===== config.mk =====
export PLATFORM = sky130hd
export DESIGN_NAME = isa_host_memory_window_ctrl
export DESIGN_NICKNAME = d
export VERILOG_FILES = /design/src/inc/window_ctrl_pkg.sv /design/src/rtl/isa_host_memory_window_ctrl.sv
export SDC_FILE = /design/constraint.sdc
export NUM_CORES = 1
export LEC_CHECK = 0
export BUFFER_PORTS_ARGS = -buffer_cell sky130_fd_sc_hd__buf_4
export CAP_MARGIN = 20
export CORE_MARGIN = 10
export CORE_UTILIZATION = 55
export CTS_BUF_LIST = sky130_fd_sc_hd__clkbuf_16
export DETAILED_ROUTE_END_ITERATION = 10
export MAX_ROUTING_LAYER = met4
export PLACE_DENSITY_LB_ADDON = 0.3
export SLEW_MARGIN = 20
export SYNTH_ARGS = -nofsm -noshare
export SYNTH_HDL_FRONTEND = slang
export SYNTH_SLANG_ARGS = --single-unit

===== constraint.sdc =====
create_clock -name clk -period 5.8 [get_ports clk]
set_clock_uncertainty 0.1 [all_clocks]
set_input_delay 0 -clock clk [delete_from_list [all_inputs] [get_ports clk]]
set_output_delay 0 -clock clk [all_outputs]
set_load 0.01 [all_outputs]

===== src/inc/window_ctrl_pkg.sv =====
package window_ctrl_pkg;
	// ----------------------------------------
	// register offsets
	// ----------------------------------------
	localparam logic [1:0] OFS_ACCESS_PAGE = 2'h0;
	localparam logic [1:0] OFS_IRQ_BASE = 2'h1;
	localparam logic [1:0] OFS_BUS_MODE = 2'h2;
	localparam logic [1:0] OFS_STATUS = 2'h3;
	localparam int IO_SPAN = 4;
	// ----------------------------------------
	// field positions
	// ----------------------------------------
	localparam int B_SRAM_GATE = 7;
	localparam int B_SC_DISABLE = 6;
	localparam int B_LINEAR = 7;
	localparam int B_ZERO_WAIT = 6;
	localparam int B_WIDE = 5;
	localparam int B_IRQ_STYLE = 4;
	localparam int B_PENDING_N = 5;
	localparam int B_RST_INACTIVE = 4;
	localparam int B_SLOT16 = 3;
	localparam logic [7:0] MASK_ACCESS_PAGE = 8'hCF;
	localparam logic [7:0] MASK_BUS_MODE = 8'hF0;
	localparam logic [7:0] CTRL_RESET = 8'h00;
	// ----------------------------------------
	// memory map
	// ----------------------------------------
	localparam int SRAM_AW = 18;
	localparam int PAGE_AW = 14;
	localparam int SC_REG_BYTES = 256;
	localparam logic [3:0] LOW_TOP_NIBBLE = 4'h0;
	localparam logic [1:0] HIGH_TOP_BITS = 2'h3;
	localparam int IRQ_LINES = 7;
	// ----------------------------------------
	// timing
	// ----------------------------------------
	localparam int CLK_MHZ = 250;
	localparam int WAIT_NS = 120;
	localparam int RESET_NS = 1000;
	localparam int WAIT_CYC = (WAIT_NS * CLK_MHZ + 999) / 1000;
	localparam int RESET_CYC = (RESET_NS * CLK_MHZ + 999) / 1000;
	// ----------------------------------------
	// types
	// ----------------------------------------
	typedef enum logic [2:0] {
		CYC_IDLE = 3'b001,
		CYC_WAIT = 3'b010,
		CYC_RUN = 3'b100
	} cycle_e;
	typedef struct packed {
		logic [23:0] addr;
		logic ior_n;
		logic iow_n;
		logic memr_n;
		logic memw_n;
		logic sbhe_n;
		logic [15:0] data;
	} host_bus_s;
	typedef struct packed {
		logic sram_sel;
		logic sc_sel;
		logic rd;
		logic wr;
		logic [1:0] be;
		logic [17:0] addr;
		logic [15:0] wdata;
	} mem_req_s;
endpackage


===== src/rtl/isa_host_memory_window_ctrl.sv =====
`timescale 1ns/1ps
`default_nettype none
// Function
// - four I/O bytes at switch-selected base
// - offset 0 bit 7 gates SRAM host access
// - offset 0 bit 6 disables controller register access
// - first 256 bytes reach controller when enabled
// - offset 0 bits 3..0 select low-mode page
// - offset 1 bits 7..5 route interrupt line
// - high mode: select bits place 256K block
// - low mode: select bits plus bit 0 place window
// - offset 2 bit 7 selects high linear mode
// - low mode window within second 512K
// - high mode block within C00000..FFFFFF
// - controller always uses flat SRAM addresses
// - offset 2 bit 6 selects zero wait states
// - offset 2 bit 5 enables 16-bit transfers
// - offset 2 bit 4 sets interrupt drive style
// - status bit 5 low when interrupt pending
// - status bit 4 low while board reset
// - status bit 3 reports 16-bit slot
// - any write to offset 3 resets board
// - controller runs from its own oscillator
module isa_host_memory_window_ctrl #(
	parameter int WAIT_CYCLES = window_ctrl_pkg::WAIT_CYC,
	parameter int RESET_CYCLES = window_ctrl_pkg::RESET_CYC
) (
	input wire logic clk,
	input wire logic sys_rst,
	input wire logic [9:2] io_base_sw,
	input wire window_ctrl_pkg::host_bus_s host_in,
	output logic [15:0] host_data_out,
	output logic host_data_oe_n,
	output logic mem16_out,
	output logic mem16_oe_n,
	output logic chrdy_out,
	output logic chrdy_oe_n,
	output logic [6:0] irq_out,
	output logic [6:0] irq_oe_n,
	input wire logic slot_width_sense,
	input wire logic serial_irq_pending_n,
	input wire logic osc_16m,
	output logic sc_clk,
	output logic sc_reset,
	input wire window_ctrl_pkg::mem_req_s sc_req,
	input wire logic [15:0] sram_rdata,
	output window_ctrl_pkg::mem_req_s sram_req
);
	import window_ctrl_pkg::*;

	// ----------------------------------------
	// decode helpers
	// ----------------------------------------
	function automatic logic io_hit(input logic [23:0] a, input logic [9:2] sw);
		io_hit = (a[9:2] == sw) && (a[15:10] == 6'h00);
	endfunction

	function automatic logic is_write_edge(input logic now_n, input logic was_n);
		is_write_edge = was_n && !now_n;
	endfunction

	function automatic logic [2:0] irq_index(input logic [2:0] route);
		irq_index = route - 3'b001;
	endfunction

	// ----------------------------------------
	// state
	// ----------------------------------------
	logic [7:0] access_page, next_access_page;
	logic [7:0] irq_base, next_irq_base;
	logic [7:0] bus_mode, next_bus_mode;
	logic [15:0] rst_cnt, next_rst_cnt;
	logic slot16, next_slot16;
	logic slot_taken, next_slot_taken;
	logic iow_was_n, memr_was_n, memw_was_n;
	cycle_e cyc, next_cyc;
	logic [15:0] wait_cnt, next_wait_cnt;
	logic [15:0] next_data_out;
	logic next_data_oe_n;
	mem_req_s next_sram_req;
	logic next_mem16_oe_n, next_chrdy_oe_n;
	logic [6:0] next_irq_out, next_irq_oe_n;
	logic host_rd_issued, next_host_rd_issued;

	logic [1:0] io_ofs;
	logic io_sel, io_wr;
	logic mem_hit, sc_window, mem_start;
	logic [17:0] host_ofs;
	logic board_in_reset;

	// i/o decode of the four register bytes
	assign io_ofs = host_in.addr[1:0];
	assign io_sel = io_hit(host_in.addr, io_base_sw);
	assign io_wr = io_sel && is_write_edge(host_in.iow_n, iow_was_n);
	assign board_in_reset = (rst_cnt != 16'h0000);

	// controller clocked straight from its oscillator, not the host clock
	assign sc_clk = osc_16m;

	// ----------------------------------------
	// memory window decode
	// ----------------------------------------
	always_comb begin
		host_ofs = host_in.addr[17:0];
		mem_hit = 1'b0;
		if (bus_mode[B_LINEAR]) begin
			// whole block in top quarter, bit 0 of base ignored
			mem_hit = (host_in.addr[23:22] == HIGH_TOP_BITS)
				&& (host_in.addr[21:18] == irq_base[4:1]);
			host_ofs = host_in.addr[17:0];
		end else begin
			mem_hit = (host_in.addr[23:20] == LOW_TOP_NIBBLE) && host_in.addr[19]
				&& (host_in.addr[18:14] == irq_base[4:0]);
			host_ofs = {access_page[3:0], host_in.addr[PAGE_AW-1:0]};
		end
		mem_hit = mem_hit && access_page[B_SRAM_GATE];
		sc_window = !access_page[B_SC_DISABLE]
			&& (host_ofs < 18'(SC_REG_BYTES));
		mem_start = mem_hit && (is_write_edge(host_in.memr_n, memr_was_n)
			|| is_write_edge(host_in.memw_n, memw_was_n));
	end

	// ----------------------------------------
	// control registers and board reset
	// ----------------------------------------
	always_comb begin
		next_access_page = access_page;
		next_irq_base = irq_base;
		next_bus_mode = bus_mode;
		next_rst_cnt = board_in_reset ? rst_cnt - 16'h0001 : rst_cnt;
		next_slot16 = slot16;
		next_slot_taken = 1'b1;
		// strap sampled once, on the first edge after reset
		if (!slot_taken) begin
			next_slot16 = slot_width_sense;
		end
		// register writes on the falling edge of the write strobe
		if (io_wr) begin
			unique case (io_ofs)
				OFS_ACCESS_PAGE: next_access_page = host_in.data[7:0] & MASK_ACCESS_PAGE;
				OFS_IRQ_BASE: next_irq_base = host_in.data[7:0];
				OFS_BUS_MODE: next_bus_mode = host_in.data[7:0] & MASK_BUS_MODE;
				OFS_STATUS: begin
					// any value resets the card and clears its setup
					next_rst_cnt = 16'(RESET_CYCLES);
					next_access_page = CTRL_RESET;
					next_irq_base = CTRL_RESET;
					next_bus_mode = CTRL_RESET;
				end
			endcase
		end
	end

	always_ff @(posedge clk or posedge sys_rst) begin
		if (sys_rst) begin
			access_page <= CTRL_RESET;
			irq_base <= CTRL_RESET;
			bus_mode <= CTRL_RESET;
			rst_cnt <= 16'h0000;
			slot16 <= 1'b0;
			slot_taken <= 1'b0;
			sc_reset <= 1'b1;
		end else begin
			access_page <= next_access_page;
			irq_base <= next_irq_base;
			bus_mode <= next_bus_mode;
			rst_cnt <= next_rst_cnt;
			slot16 <= next_slot16;
			slot_taken <= next_slot_taken;
			sc_reset <= (next_rst_cnt != 16'h0000);
		end
	end

	// ----------------------------------------
	// host cycle sequencing
	// ----------------------------------------
	always_comb begin
		next_cyc = cyc;
		next_wait_cnt = wait_cnt;
		unique case (cyc)
			CYC_IDLE: begin
				// memory cycle start, with or without wait states
				if (mem_start && bus_mode[B_ZERO_WAIT]) begin
					next_cyc = CYC_RUN;
				end else if (mem_start) begin
					next_cyc = CYC_WAIT;
					next_wait_cnt = 16'(WAIT_CYCLES);
				end
			end
			CYC_WAIT: begin
				// count down the inserted wait states
				next_wait_cnt = wait_cnt - 16'h0001;
				if (wait_cnt == 16'h0001) begin
					next_cyc = CYC_RUN;
				end
			end
			CYC_RUN: begin
				// cycle ends once both strobes are back high
				if (host_in.memr_n && host_in.memw_n) begin
					next_cyc = CYC_IDLE;
				end
			end
			default: next_cyc = CYC_IDLE;
		endcase
	end

	// ----------------------------------------
	// bus outputs and SRAM requests
	// ----------------------------------------
	always_comb begin
		logic host_busy;
		logic wide;
		logic [2:0] irq_idx;
		host_busy = (cyc != CYC_IDLE);
		wide = bus_mode[B_WIDE] && slot16;
		irq_idx = irq_index(irq_base[7:5]);
		next_data_out = host_data_out;
		next_data_oe_n = 1'b1;
		if (io_sel && !host_in.ior_n) begin
			next_data_oe_n = 1'b0;
			unique case (io_ofs)
				OFS_ACCESS_PAGE: next_data_out = {8'h00, access_page};
				OFS_STATUS: next_data_out = {8'h00, 2'b00, serial_irq_pending_n,
					!board_in_reset, slot16, 3'b000};
				OFS_IRQ_BASE: next_data_out = 16'h0000;
				OFS_BUS_MODE: next_data_out = 16'h0000;
			endcase
		end else if (cyc == CYC_RUN && host_rd_issued && !host_in.memr_n) begin
			// only once the registered SRAM read has been answered
			next_data_oe_n = 1'b0;
			next_data_out = sram_rdata;
		end
		// controller owns SRAM while host is not in a cycle, with flat addresses
		next_sram_req = sc_req;
		next_sram_req.sc_sel = 1'b0;
		next_host_rd_issued = 1'b0;
		if (host_busy && mem_hit) begin
			next_host_rd_issued = (cyc == CYC_RUN) && !host_in.memr_n;
			next_sram_req.sc_sel = sc_window;
			next_sram_req.sram_sel = !sc_window;
			next_sram_req.addr = host_ofs;
			next_sram_req.rd = (cyc == CYC_RUN) && !host_in.memr_n;
			next_sram_req.wr = (cyc == CYC_RUN) && !host_in.memw_n;
			next_sram_req.wdata = host_in.data;
			// narrow operation only touches the addressed byte lane
			next_sram_req.be = wide ? {!host_in.sbhe_n, !host_in.addr[0]}
				: {host_in.addr[0], !host_in.addr[0]};
		end
		next_mem16_oe_n = !(mem_hit && wide);
		// not ready from the start edge to the end of the countdown
		next_chrdy_oe_n = !(mem_start && !bus_mode[B_ZERO_WAIT])
			&& (cyc != CYC_WAIT);
		// route the interrupt to the selected line
		next_irq_out = 7'h00;
		next_irq_oe_n = 7'h7F;
		if (irq_base[7:5] != 3'b000) begin
			if (bus_mode[B_IRQ_STYLE]) begin
				// standard drive: line held, high while pending
				next_irq_oe_n[irq_idx] = 1'b0;
				next_irq_out[irq_idx] = !serial_irq_pending_n;
			end else begin
				// shareable: pull low only while pending
				next_irq_oe_n[irq_idx] = serial_irq_pending_n;
			end
		end
	end

	always_ff @(posedge clk or posedge sys_rst) begin
		if (sys_rst) begin
			cyc <= CYC_IDLE;
			wait_cnt <= 16'h0000;
			iow_was_n <= 1'b1;
			memr_was_n <= 1'b1;
			memw_was_n <= 1'b1;
			host_data_out <= 16'h0000;
			host_data_oe_n <= 1'b1;
			sram_req <= '0;
			mem16_oe_n <= 1'b1;
			chrdy_oe_n <= 1'b1;
			irq_out <= 7'h00;
			irq_oe_n <= 7'h7F;
			host_rd_issued <= 1'b0;
		end else begin
			cyc <= next_cyc;
			wait_cnt <= next_wait_cnt;
			iow_was_n <= host_in.iow_n;
			memr_was_n <= host_in.memr_n;
			memw_was_n <= host_in.memw_n;
			host_data_out <= next_data_out;
			host_data_oe_n <= next_data_oe_n;
			sram_req <= next_sram_req;
			mem16_oe_n <= next_mem16_oe_n;
			chrdy_oe_n <= next_chrdy_oe_n;
			irq_out <= next_irq_out;
			irq_oe_n <= next_irq_oe_n;
			host_rd_issued <= next_host_rd_issued;
		end
	end

	// open-drain pins only ever pull low
	assign mem16_out = 1'b0;
	assign chrdy_out = 1'b0;
endmodule
`default_nettype wire


-- Yosys cells after proc, flatten, opt, wreduce, memory -nomap -nowiden
Cells that the tools add are included.
- add/subtract/negate cells: 3
- $lt $le $gt $ge: 3
- equality and inequality tests: 18
- multiplexer cells: 30
- bitwise operators: 3
- reductions and logical operators: 55
- operator list (operator ; count):
    16-bit two-way mux ; 7
    16-bit case mux with 3 select lines ; 1
    8-bit case mux with 2 select lines ; 3
    40-bit two-way mux ; 1
    16-bit case mux with 2 select lines ; 1
    16-bit nonzero test ; 2
    16-bit by 1-bit subtractor with 16-bit output, second input constant ; 2
    7-bit two-way mux ; 4
    1-bit logical AND ; 24
    18-bit by 9-bit less-than comparator with 1-bit output, second input constant ; 1
    18-bit two-way mux ; 1
    16-bit by 1-bit == test with 1-bit output, second input constant ; 1
    1-bit zero test ; 13
    3-bit two-way mux ; 4
    2-bit nonzero test ; 5
    3-bit case mux with 3 select lines ; 1
    8-bit == test ; 1
    2-bit != test, second input constant ; 4
    7-bit bitwise AND ; 1
    7-bit inverter ; 1
    7-bit OR ; 1
    2-bit == test, second input constant ; 3
    6-bit zero test ; 1
    2-bit AND reduction ; 3
    other kinds (21) ; 26
- register bits after elaboration: 139
- bits of input ports: 114
- logic and storage cells: 138

-- Depth between registers and ports, before layout
Gate-level depths: netlist of the first run.
- word-level depth: 9
- mapped depth: 8
- depth with buffers taken out: 7

-- Worst setup path after synthesis of the first run
No wires, ideal clock.
- kind: flip-flop to flip-flop
- start: register wait_cnt[4]
- end: register wait_cnt[13]
- data arrival time: 2.037 ns
- data required time: 5.570 ns
- setup slack: 3.533 ns
- cell stages (with the launch flop): 7
- path buffers: 1
- period minus slack after synthesis: 2.267 ns
- path through: dfrtp_1 -> or4_1 -> or4_1 -> buf_2 -> or3b_1 -> xor2_1 -> nor2_2
- longest elaborated chain between the ends: 2
- RTL lines (element ; line ; RTL):
    start: declaration ; isa_host_memory_window_ctrl.sv:77 ; logic [15:0] wait_cnt, next_wait_cnt;
    start signal: assignment ; isa_host_memory_window_ctrl.sv:285 ; wait_cnt <= next_wait_cnt;
    16-bit by 1-bit subtractor with 16-bit output ; isa_host_memory_window_ctrl.sv:192 ; next_wait_cnt = wait_cnt - 16'h0001;
    16-bit case mux with 2 select lines ; isa_host_memory_window_ctrl.sv:180 ; unique case (cyc)
Every way passes these cells.
A chain may end at the register's enable or synchronous reset.

==> reports/summary.log, run 1 <==
INFO  run_status     outcome=finished, final reports clean
INFO  timing         final_max_slew_viol_count=0
INFO  placed_design  io_buf_count=185
INFO  placed_design  place.gp.congestion=0.869
INFO  setup_path     worstPathBufferInverterCount=2
INFO  timing         max-slew-margin-rel=47.0%
INFO  power          switchingPower=524uW
INFO  cells_and_area nNetsFinal=972
INFO  power          switching_share=22.5%
INFO  logic_synthesis yosysTopAreaCellShare=47.9%
INFO  logic_synthesis synth_edf_count=0
INFO  setup_path     setup.worst_path.class=flip-flop to flip-flop
INFO  clocking       clock-root-buffer=sky130_fd_sc_hd__clkbuf_16
INFO  power          clockPowerShare=48.1%
INFO  power          peakVddDrop=243uV
INFO  setup_path     cp.depth=7
INFO  clocking       insertion_delay=0.42ns
INFO  power          p_int=1810uW
INFO  routing        antenna_left=0
INFO  logic_synthesis synth_sequential_area_ratio=54.3%
INFO  setup_path     cp_cell_sequence=xnor2_1 > nand4_1 > nor4_1 > o211ai_1 > buf_4 > mux2_2 > dlygate4sd3_1
INFO  setup_path     r2r_cells=7
INFO  timing         setup_tns=0ns
INFO  global_routing globalRouteMet3Util=8.05%
INFO  timing         report.final.setup_viol=0
INFO  setup_path     end_kind=flip-flop
INFO  clocking       cts_tree=yes
INFO  clocking       cts_inserted_buffers=17
INFO  timing         grt_setup_unrepaired=false
INFO  clocking       cts.repair.resized=0
INFO  timing         clock.fmax=306MHz
INFO  routing        drc=0
INFO  routing        via_count=5549
INFO  power          power.static_leakage=0.00416uW
INFO  logic_synthesis synth.lib_cells_used.distinct=60
INFO  flow_run       maxCapViolations=0
INFO  setup_path     timing.critical_path.max_delay_family=buffers and inverters
INFO  floorplanning  floorplan.io_pins=191
INFO  power          power_density=248mW/mm2
INFO  clocking       clkTransAtPathRegs=0.06ns
INFO  setup_path     worst_path_largest_cell_delay=0.60ns
INFO  routing        drt-total-wl=20.8mm
INFO  floorplanning  fp.coreArea=0.0109mm2
INFO  clocking       clockBufferDepth=2
INFO  timing         timing_worst_slew_pin_value=0.795ns
INFO  timing         final_min_period_over_clock_period=56.4%
INFO  cells_and_area area_growth=52.8%
INFO  routing        vias_per_cell=5.54
INFO  logic_synthesis post_synth_main_area_contributors=sky130_fd_sc_hd__dfrtp_1 (48%), sky130_fd_sc_hd__mux2_2 (8.6%), sky130_fd_sc_hd__dfstp_2 (6.4%)
INFO  floorplanning  design.die.area=0.0158mm2
INFO  global_routing grt_antenna_before_repair=1
INFO  setup_path     cp.required=5.99ns
INFO  cells_and_area stdcell_count=1002
INFO  clocking       cts_setup_buffers=0
INFO  clocking       numClockSinks=133
INFO  clocking       holdBufCountCts=112
INFO  global_routing vias_in_the_first_global_route=6153
INFO  logic_synthesis yosysTopAreaCell=sky130_fd_sc_hd__dfrtp_1
INFO  global_routing grt.busiest_layer=met2
INFO  power          share_seq_of_total_power=41.7%
INFO  global_routing total_congestion_overflow=0
INFO  logic_synthesis synth_flop_cell=sky130_fd_sc_hd__dfrtp_1
INFO  placed_design  detailed_place_hpwl=12.7mm
INFO  logic_synthesis post_synth_instance_area=0.00616mm2
INFO  setup_path     worst_path_max_delay_cell=sky130_fd_sc_hd__dlygate4sd3_1
INFO  global_routing grt.total_usage=26.9%
INFO  global_routing grt_pass1_wl=33.3mm
INFO  logic_synthesis netlist_instances=550
INFO  logic_synthesis synth.avg_cell_area=11.2um2
INFO  logic_synthesis synth.yosys.warnings=0
INFO  cells_and_area fillers=505
INFO  floorplanning  rows=38
INFO  floorplanning  die_height=126um
INFO  worst_hold_path hold_path.class=primary input to async pin
INFO  logic_synthesis flip_flop_and_latch_count_after_synthesis=133
INFO  setup_path     arrival=3.46ns
INFO  logic_synthesis fraction_of_registers_with_async_set_or_reset_after_synthesis=100%
INFO  floorplanning  fp.dieW=126um
INFO  cells_and_area layout-drive-gt1-share=33.9%
INFO  timing         post-route-min-period=3.27ns
INFO  routing        drt_first_pass_iters=7
INFO  routing        initialDrtViolationCount=552
INFO  global_routing grt_start_max_net_pins=91
INFO  timing         hold_violations=0
INFO  global_routing globalRouteMet2Util=44.3%
INFO  global_routing global_route.usage.met1=29.6%
INFO  setup_path     worst_setup_path_start_kind=flip-flop
INFO  power          combPwrFrac=10.2%
INFO  setup_path     critPathMaxFanout=36
INFO  clocking       cts_max_level=4
INFO  floorplanning  start_util=56.6%
INFO  placed_design  dp_cells=857
INFO  routing        wire_per_inst=20.8um
[cells in the mapped netlist (10+ instances only)]
library cell / n
sky130_fd_sc_hd__nor2b_1: 12
sky130_fd_sc_hd__xor2_1: 12
sky130_fd_sc_hd__inv_1: 14
sky130_fd_sc_hd__xnor2_1: 30
sky130_fd_sc_hd__nor3_1: 17
sky130_fd_sc_hd__mux2i_1: 12
sky130_fd_sc_hd__nand2_1: 51
sky130_fd_sc_hd__nand3_1: 11
sky130_fd_sc_hd__mux2_2: 47
sky130_fd_sc_hd__clkbuf_1: 13
sky130_fd_sc_hd__o21ai_0: 11
sky130_fd_sc_hd__a21oi_1: 16
sky130_fd_sc_hd__nor2_1: 45
sky130_fd_sc_hd__dfstp_2: 15
sky130_fd_sc_hd__ha_1: 10
sky130_fd_sc_hd__nor4_1: 17
sky130_fd_sc_hd__dfrtp_1: 118
[layout make-up]
type | instances | area [um2] | share of cell area (%)
Clock inverter | 15 | 186 | 1.98
Sequential cell | 133 | 3350 | 35.5
Multi-Input combinational cell | 381 | 2680 | 28.4
Inverter | 14 | 57.6 | 0.611
Clock buffer | 17 | 425 | 4.52
Timing Repair Buffer | 301 | 2540 | 27.0
Tap cell | 140 | 175 | 1.86
Antenna cell | 1 | 2.50 | 0.0266
[logic make-up (layout without fill, tap and decap cells)]
family / count (synthesis) / after routing / share of synthesized area (%)
compound gates: 57 / 57 / 6.07
fa+ha+maj: 10 / 10 / 2.03
mux: 59 / 59 / 10.5
buf+inv: 37 / 347 / 2.66
simple gates: 210 / 210 / 18.3
other cells: 2 / 4 / 0.122
xor+xnor: 42 / 42 / 5.97
flops: 133 / 133 / 54.3
[flip-flops by register name, indices dropped and copies added, names as in the netlist, 3 cells and up]
| name | count |
|---|---|
| access_page | 6 |
| bus_mode | 4 |
| cyc | 3 |
| host_data_out | 16 |
| irq_base | 8 |
| irq_oe_n | 7 |
| irq_out | 7 |
| rst_cnt | 16 |
| sram_req | 40 |
| wait_cnt | 16 |
[cells in the final DEF (no fill, tap or decap), drive strengths merged, types with 5 or more instances in the layout]
master       count
clkinvlp         5
dfrtp          118
mux2            47
nor2b           12
nand4            5
nor4            19
o21ai           12
buf            189
a21oi           16
dlygate4sd3    112
nand2b           7
ha              10
nand3           11
dfstp           15
or4              8
nor4b            6
clkinv           5
mux2i           12
nand2           51
xnor2           30
xor2            12
nor2            46
nor3            17
inv             15
or3              5
clkbuf          17
o2bb2ai          6
a21o             7
[worst min-delay path, cell delays in order]
cell and delay (ns):
sky130_fd_sc_hd__dlygate4sd3_1 0.54, sky130_fd_sc_hd__buf_4 0.15, sky130_fd_sc_hd__inv_6 0.30
[per-layer routing]
layer	wire, um	part of all wire, %
met1	7880	38
met2	10500	51
met3	1570	7.5
met4	836	4.0
met5	0	0
[through the flow]
stage	hold slack [ns]	total power, uW	utilization (%)	worst slack [ns]	instance area, um2
after detailed placement	-0.0999	1160	70.4	3.19	7670
after CTS	0.0208	2320	86.3	2.68	9400
final	0.0536	2330	86.5	2.53	9420
after global placement	-0.0999	1150	70.4	3.30	7670
after global routing	0.0627	2400	86.5	2.38	9420
after floorplan	-0.0955	1050	-	2.17	6160
[final timing paths]
kind                                            end  slack, ns               startpoint
setup reg to reg             sram_req[15]$_DFF_PP0_       2.53  irq_base[3]$_DFFE_PP0P_
hold reg to reg                mem16_oe_n$_DFF_PP1_       0.40       slot16$_DFFE_PP0N_
min in group clk             sram_req[39]$_DFF_PP0_       0.08              host_in[35]
hold / removal             wait_cnt[12]$_DFFE_PP0P_       0.05                  sys_rst
max in group asynchronous     sram_req[6]$_DFF_PP0_       4.42                  sys_rst
setup / recovery             sram_req[15]$_DFF_PP0_       2.53  irq_base[3]$_DFFE_PP0P_
[power by group through the flow]
| stage | Clock, uW | Sequential (uW) | Combinational (uW) |
|---|---|---|---|
| floorplan | 0 | 990 | 59.5 |
| global placement | 0 | 985 | 165 |
| detailed placement | 0 | 986 | 171 |
| CTS | 1120 | 971 | 230 |
| global route | 1170 | 974 | 256 |
| finish | 1120 | 972 | 238 |
Power figures use the tool's default switching activity.
==> run 2, diff against run 1 <==
CORE_UTILIZATION = 46   (was 55)
clock period = 3 ns   (was 5.8 ns; I/O delays follow)
==> run 2 against run 1 <==
Routed wire length is 5.2% lower. Core utilization shrank 15 points. Combinational power is 89% higher. Global-route usage down 4.8 points. Power grew 94%. Sequential cell count stayed put. Via count fell by 2.3%. Critical path depth is 2 lower. Worst setup slack got worse by 2.3 ns. Clock power is 96% higher. Fmax up 20%. Final cell count rose by 3.3%. Largest cell class unchanged.
==> reports/summary.log, run 2 (synthesis gave the netlist of run 1 again) <==
INFO  routing        via_count=5423 [was 5549]
INFO  setup_path     end_kind=flip-flop [unchanged]
INFO  cells_and_area postLayoutCellArea=0.00941mm2 [was 0.00942 mm2]
INFO  placed_design  io_buf_count=185 [unchanged]
INFO  power          power.static_leakage=0.00416uW [about the same]
INFO  routing        drt_first_pass_iters=4 [was 7]
INFO  floorplanning  fp.dieW=136um [was 126 um]
INFO  clocking       cts_setup_buffers=0 [unchanged]
INFO  floorplanning  start_util=46.7% [was 56.6%]
INFO  power          p_int=3560uW [was 1810 uW]
INFO  clocking       cts_inserted_buffers=17 [unchanged]
INFO  timing         hold_violations=0 [unchanged]
INFO  routing        antenna_left=0 [unchanged]
INFO  cells_and_area area_of_the_multi_input_gates=0.00266mm2 [was 0.00268 mm2]
INFO  timing         final_min_period_over_clock_period=91.0% [was 56.4%]
INFO  routing        drc=0 [unchanged]
INFO  run_status     outcome=finished, final reports clean [unchanged]
INFO  setup_path     worst_path_largest_cell_delay=0.66ns [was 0.60 ns]
INFO  timing         report.final.setup_viol=0 [unchanged]
INFO  power          clockPowerShare=48.5% [was 48.1%]
INFO  floorplanning  die_height=136um [was 126 um]
INFO  timing         clock.fmax=366MHz [was 306 MHz]
INFO  timing         setup_tns=0ns [unchanged]
INFO  power          share_seq_of_total_power=41.6% [was 41.7%]
INFO  cells_and_area layout.cells.most_common_list=sky130_fd_sc_hd__buf_4 (193), sky130_fd_sc_hd__dfrtp_1 (118), sky130_fd_sc_hd__dlygate4sd3_1 (102), sky130_fd_sc_hd__nand2_1 (51), sky130_fd_sc_hd__mux2_2 (47) [was sky130_fd_sc_hd__buf_4 (188), sky130_fd_sc_hd__dfrtp_1 (118), sky130_fd_sc_hd__dlygate4sd3_1 (112), sky130_fd_sc_hd__nand2_1 (51), sky130_fd_sc_hd__mux2_2 (47)]
INFO  cells_and_area nNetsFinal=967 [was 972]
INFO  setup_path     timing.critical_path.max_delay_family=simple AND/OR/NAND/NOR gates [was buffers and inverters]
INFO  routing        drt-total-wl=19.7mm [was 20.8 mm]
INFO  timing         grt_setup_unrepaired=false [unchanged]
INFO  clocking       cts_tree=yes [unchanged]
INFO  cells_and_area layout-drive-gt1-share=34.3% [was 33.9%]
INFO  setup_path     arrival=2.92ns [was 3.46 ns]
INFO  cells_and_area largest-register=sram_req [unchanged]
INFO  setup_path     worst_path_max_delay_cell=sky130_fd_sc_hd__nor4b_1 [was sky130_fd_sc_hd__dlygate4sd3_1]
INFO  power          power_consumption=4520uW [was 2330 uW]
INFO  timing         final_max_slew_viol_count=0 [unchanged]
INFO  routing        initialDrtViolationCount=359 [was 552]
INFO  cells_and_area area_growth=52.7% [was 52.8%]
INFO  power          switching_share=21.2% [was 22.5%]
INFO  cells_and_area fillers=913 [was 505]
INFO  power          switchingPower=959uW [was 524 uW]
INFO  worst_hold_path hold_path.class=primary input to flip-flop [was primary input to async pin]
INFO  clocking       clockBufferDepth=2 [unchanged]
INFO  global_routing grt_start_max_net_pins=55 [was 91]
INFO  cells_and_area seq_area=0.00335mm2 [unchanged]
INFO  clocking       clock-root-buffer=sky130_fd_sc_hd__clkbuf_16 [unchanged]
INFO  power          power_density=481mW/mm2 [was 248 mW/mm2]
INFO  floorplanning  floorplan.io_pins=191 [unchanged]
INFO  power          combPwrFrac=9.9% [was 10.2%]
INFO  setup_path     worstPathBufferInverterCount=1 [was 2]
INFO  timing         timing_worst_slew_pin_value=0.714ns [was 0.795 ns]
INFO  global_routing grt.total_usage=22.1% [was 26.9%]
INFO  setup_path     cp_cell_sequence=nor4b_1 > and2_2 > mux2i_1 > o21ai_0 > dlygate4sd3_1 [was xnor2_1 > nand4_1 > nor4_1 > o211ai_1 > buf_4 > mux2_2 > dlygate4sd3_1]
INFO  clocking       numClockSinks=133 [unchanged]
INFO  setup_path     cp.required=3.20ns [was 5.99 ns]
INFO  flow_run       maxCapViolations=0 [unchanged]
INFO  floorplanning  design.die.area=0.0184mm2 [was 0.0158 mm2]
INFO  routing        wire_per_inst=19.0um [was 20.8 um]
INFO  placed_design  place.gp.congestion=0.846 [was 0.869]
INFO  floorplanning  fp.coreArea=0.0132mm2 [was 0.0109 mm2]
INFO  cells_and_area layout_commonest_cell=sky130_fd_sc_hd__buf_4 [unchanged]
INFO  placed_design  detailed_place_hpwl=13.1mm [was 12.7 mm]
INFO  global_routing grt_pass1_wl=31.2mm [was 33.3 mm]
INFO  setup_path     critPathMaxFanout=17 [was 36]
INFO  power          peakVddDrop=386uV [was 243 uV]
INFO  timing         post-route-min-period=2.73ns [was 3.27 ns]
INFO  clocking       clkTransAtPathRegs=0.06ns [about the same]
INFO  global_routing total_congestion_overflow=0 [unchanged]
INFO  floorplanning  rows=42 [was 38]
INFO  timing         max-slew-margin-rel=51.7% [was 47.0%]
INFO  cells_and_area largest_register_ff_count=40 [unchanged]
INFO  routing        vias_per_cell=5.24 [was 5.54]
INFO  clocking       insertion_delay=0.42ns [about the same]
INFO  placed_design  dpl-instance-area=0.00775mm2 [was 0.00767 mm2]
INFO  setup_path     setup.worst_path.class=flip-flop to flip-flop [unchanged]
INFO  global_routing vias_in_the_first_global_route=6066 [was 6153]
INFO  global_routing grt_antenna_before_repair=2 [was 1]
INFO  setup_path     worst_setup_path_start_kind=flip-flop [unchanged]
INFO  clocking       cts_max_level=4 [unchanged]
-- run 2: final timing paths --
check,slack (ns),cells after the start,to,from
worst max-delay path,0.27,5,host_data_out[5]$_DFFE_PP0N_,cyc[1]$_DFFE_PP0P_
worst min-delay path,0.11,5,rst_cnt[6]$_DFF_PP0_,io_base_sw[8]
worst max register to register,0.27,5,host_data_out[5]$_DFFE_PP0N_,cyc[1]$_DFFE_PP0P_
worst min register to register,0.40,1,mem16_oe_n$_DFF_PP1_,slot16$_DFFE_PP0N_
max in group asynchronous,1.45,5,chrdy_oe_n$_DFF_PP1_,sys_rst
min in group asynchronous,0.60,4,host_data_out[4]$_DFFE_PP0N_,sys_rst
-- run 2: worst reg2reg max path: stages (launching register included) --
cell,delay (ns)
sky130_fd_sc_hd__dfrtp_1,0.43
sky130_fd_sc_hd__nor4b_1,0.66
sky130_fd_sc_hd__and2_2,0.53
sky130_fd_sc_hd__mux2i_1,0.25
sky130_fd_sc_hd__o21ai_0,0.08
sky130_fd_sc_hd__dlygate4sd3_1,0.56
-- run 2: timing repair --
action | CTS | global route
hold endpoints to repair | 214 | 0
hold buffers | 102 | 0
setup endpoints to repair | 0 | 1
resized for setup | 0 | 1
-- run 2: per-stage QoR --
step	setup slack, ns	hold slack (ns)	cells	utilization, %
global placement	0.582	-0.131	898	58.8
global route	0.207	0.106	1035	71.3
CTS	0.0498	0.0910	1032	71.2
floorplan	0.733	-0.0955	551	-
finish	0.271	0.111	1035	71.3
detailed placement	0.534	-0.127	898	58.8
-- run 2: final cells by class --
type / instances / share of cell area (%)
sequential: 133 / 35.6
antenna: 3 / 0.0798
clock buffer: 17 / 4.52
timing repair buffer: 296 / 26.5
multi-input combinational: 381 / 28.3
inverter: 14 / 0.599
clock inverter: 15 / 2.08
tap: 176 / 2.34
-- run 2: routing by layer --
layer	up-vias	wire length (um)	global-route usage, %	share of wire, %
met5	-	0	-	0
met4	0	479	9.99	2.4
met3	41	1180	6.05	6.0
met2	199	10200	36.4	52
met1	2673	7860	24.6	40
li1	2510	-	-	-
-- run 2: power by group through the flow --
stage	registers, uW	logic, uW	clock network, uW
6_report	1880	449	2190
3_3_place_gp	1900	325	0
3_5_place_dp	1910	335	0
4_1_cts	1880	443	2210
2_1_floorplan	1910	115	0
5_1_grt	1880	486	2300
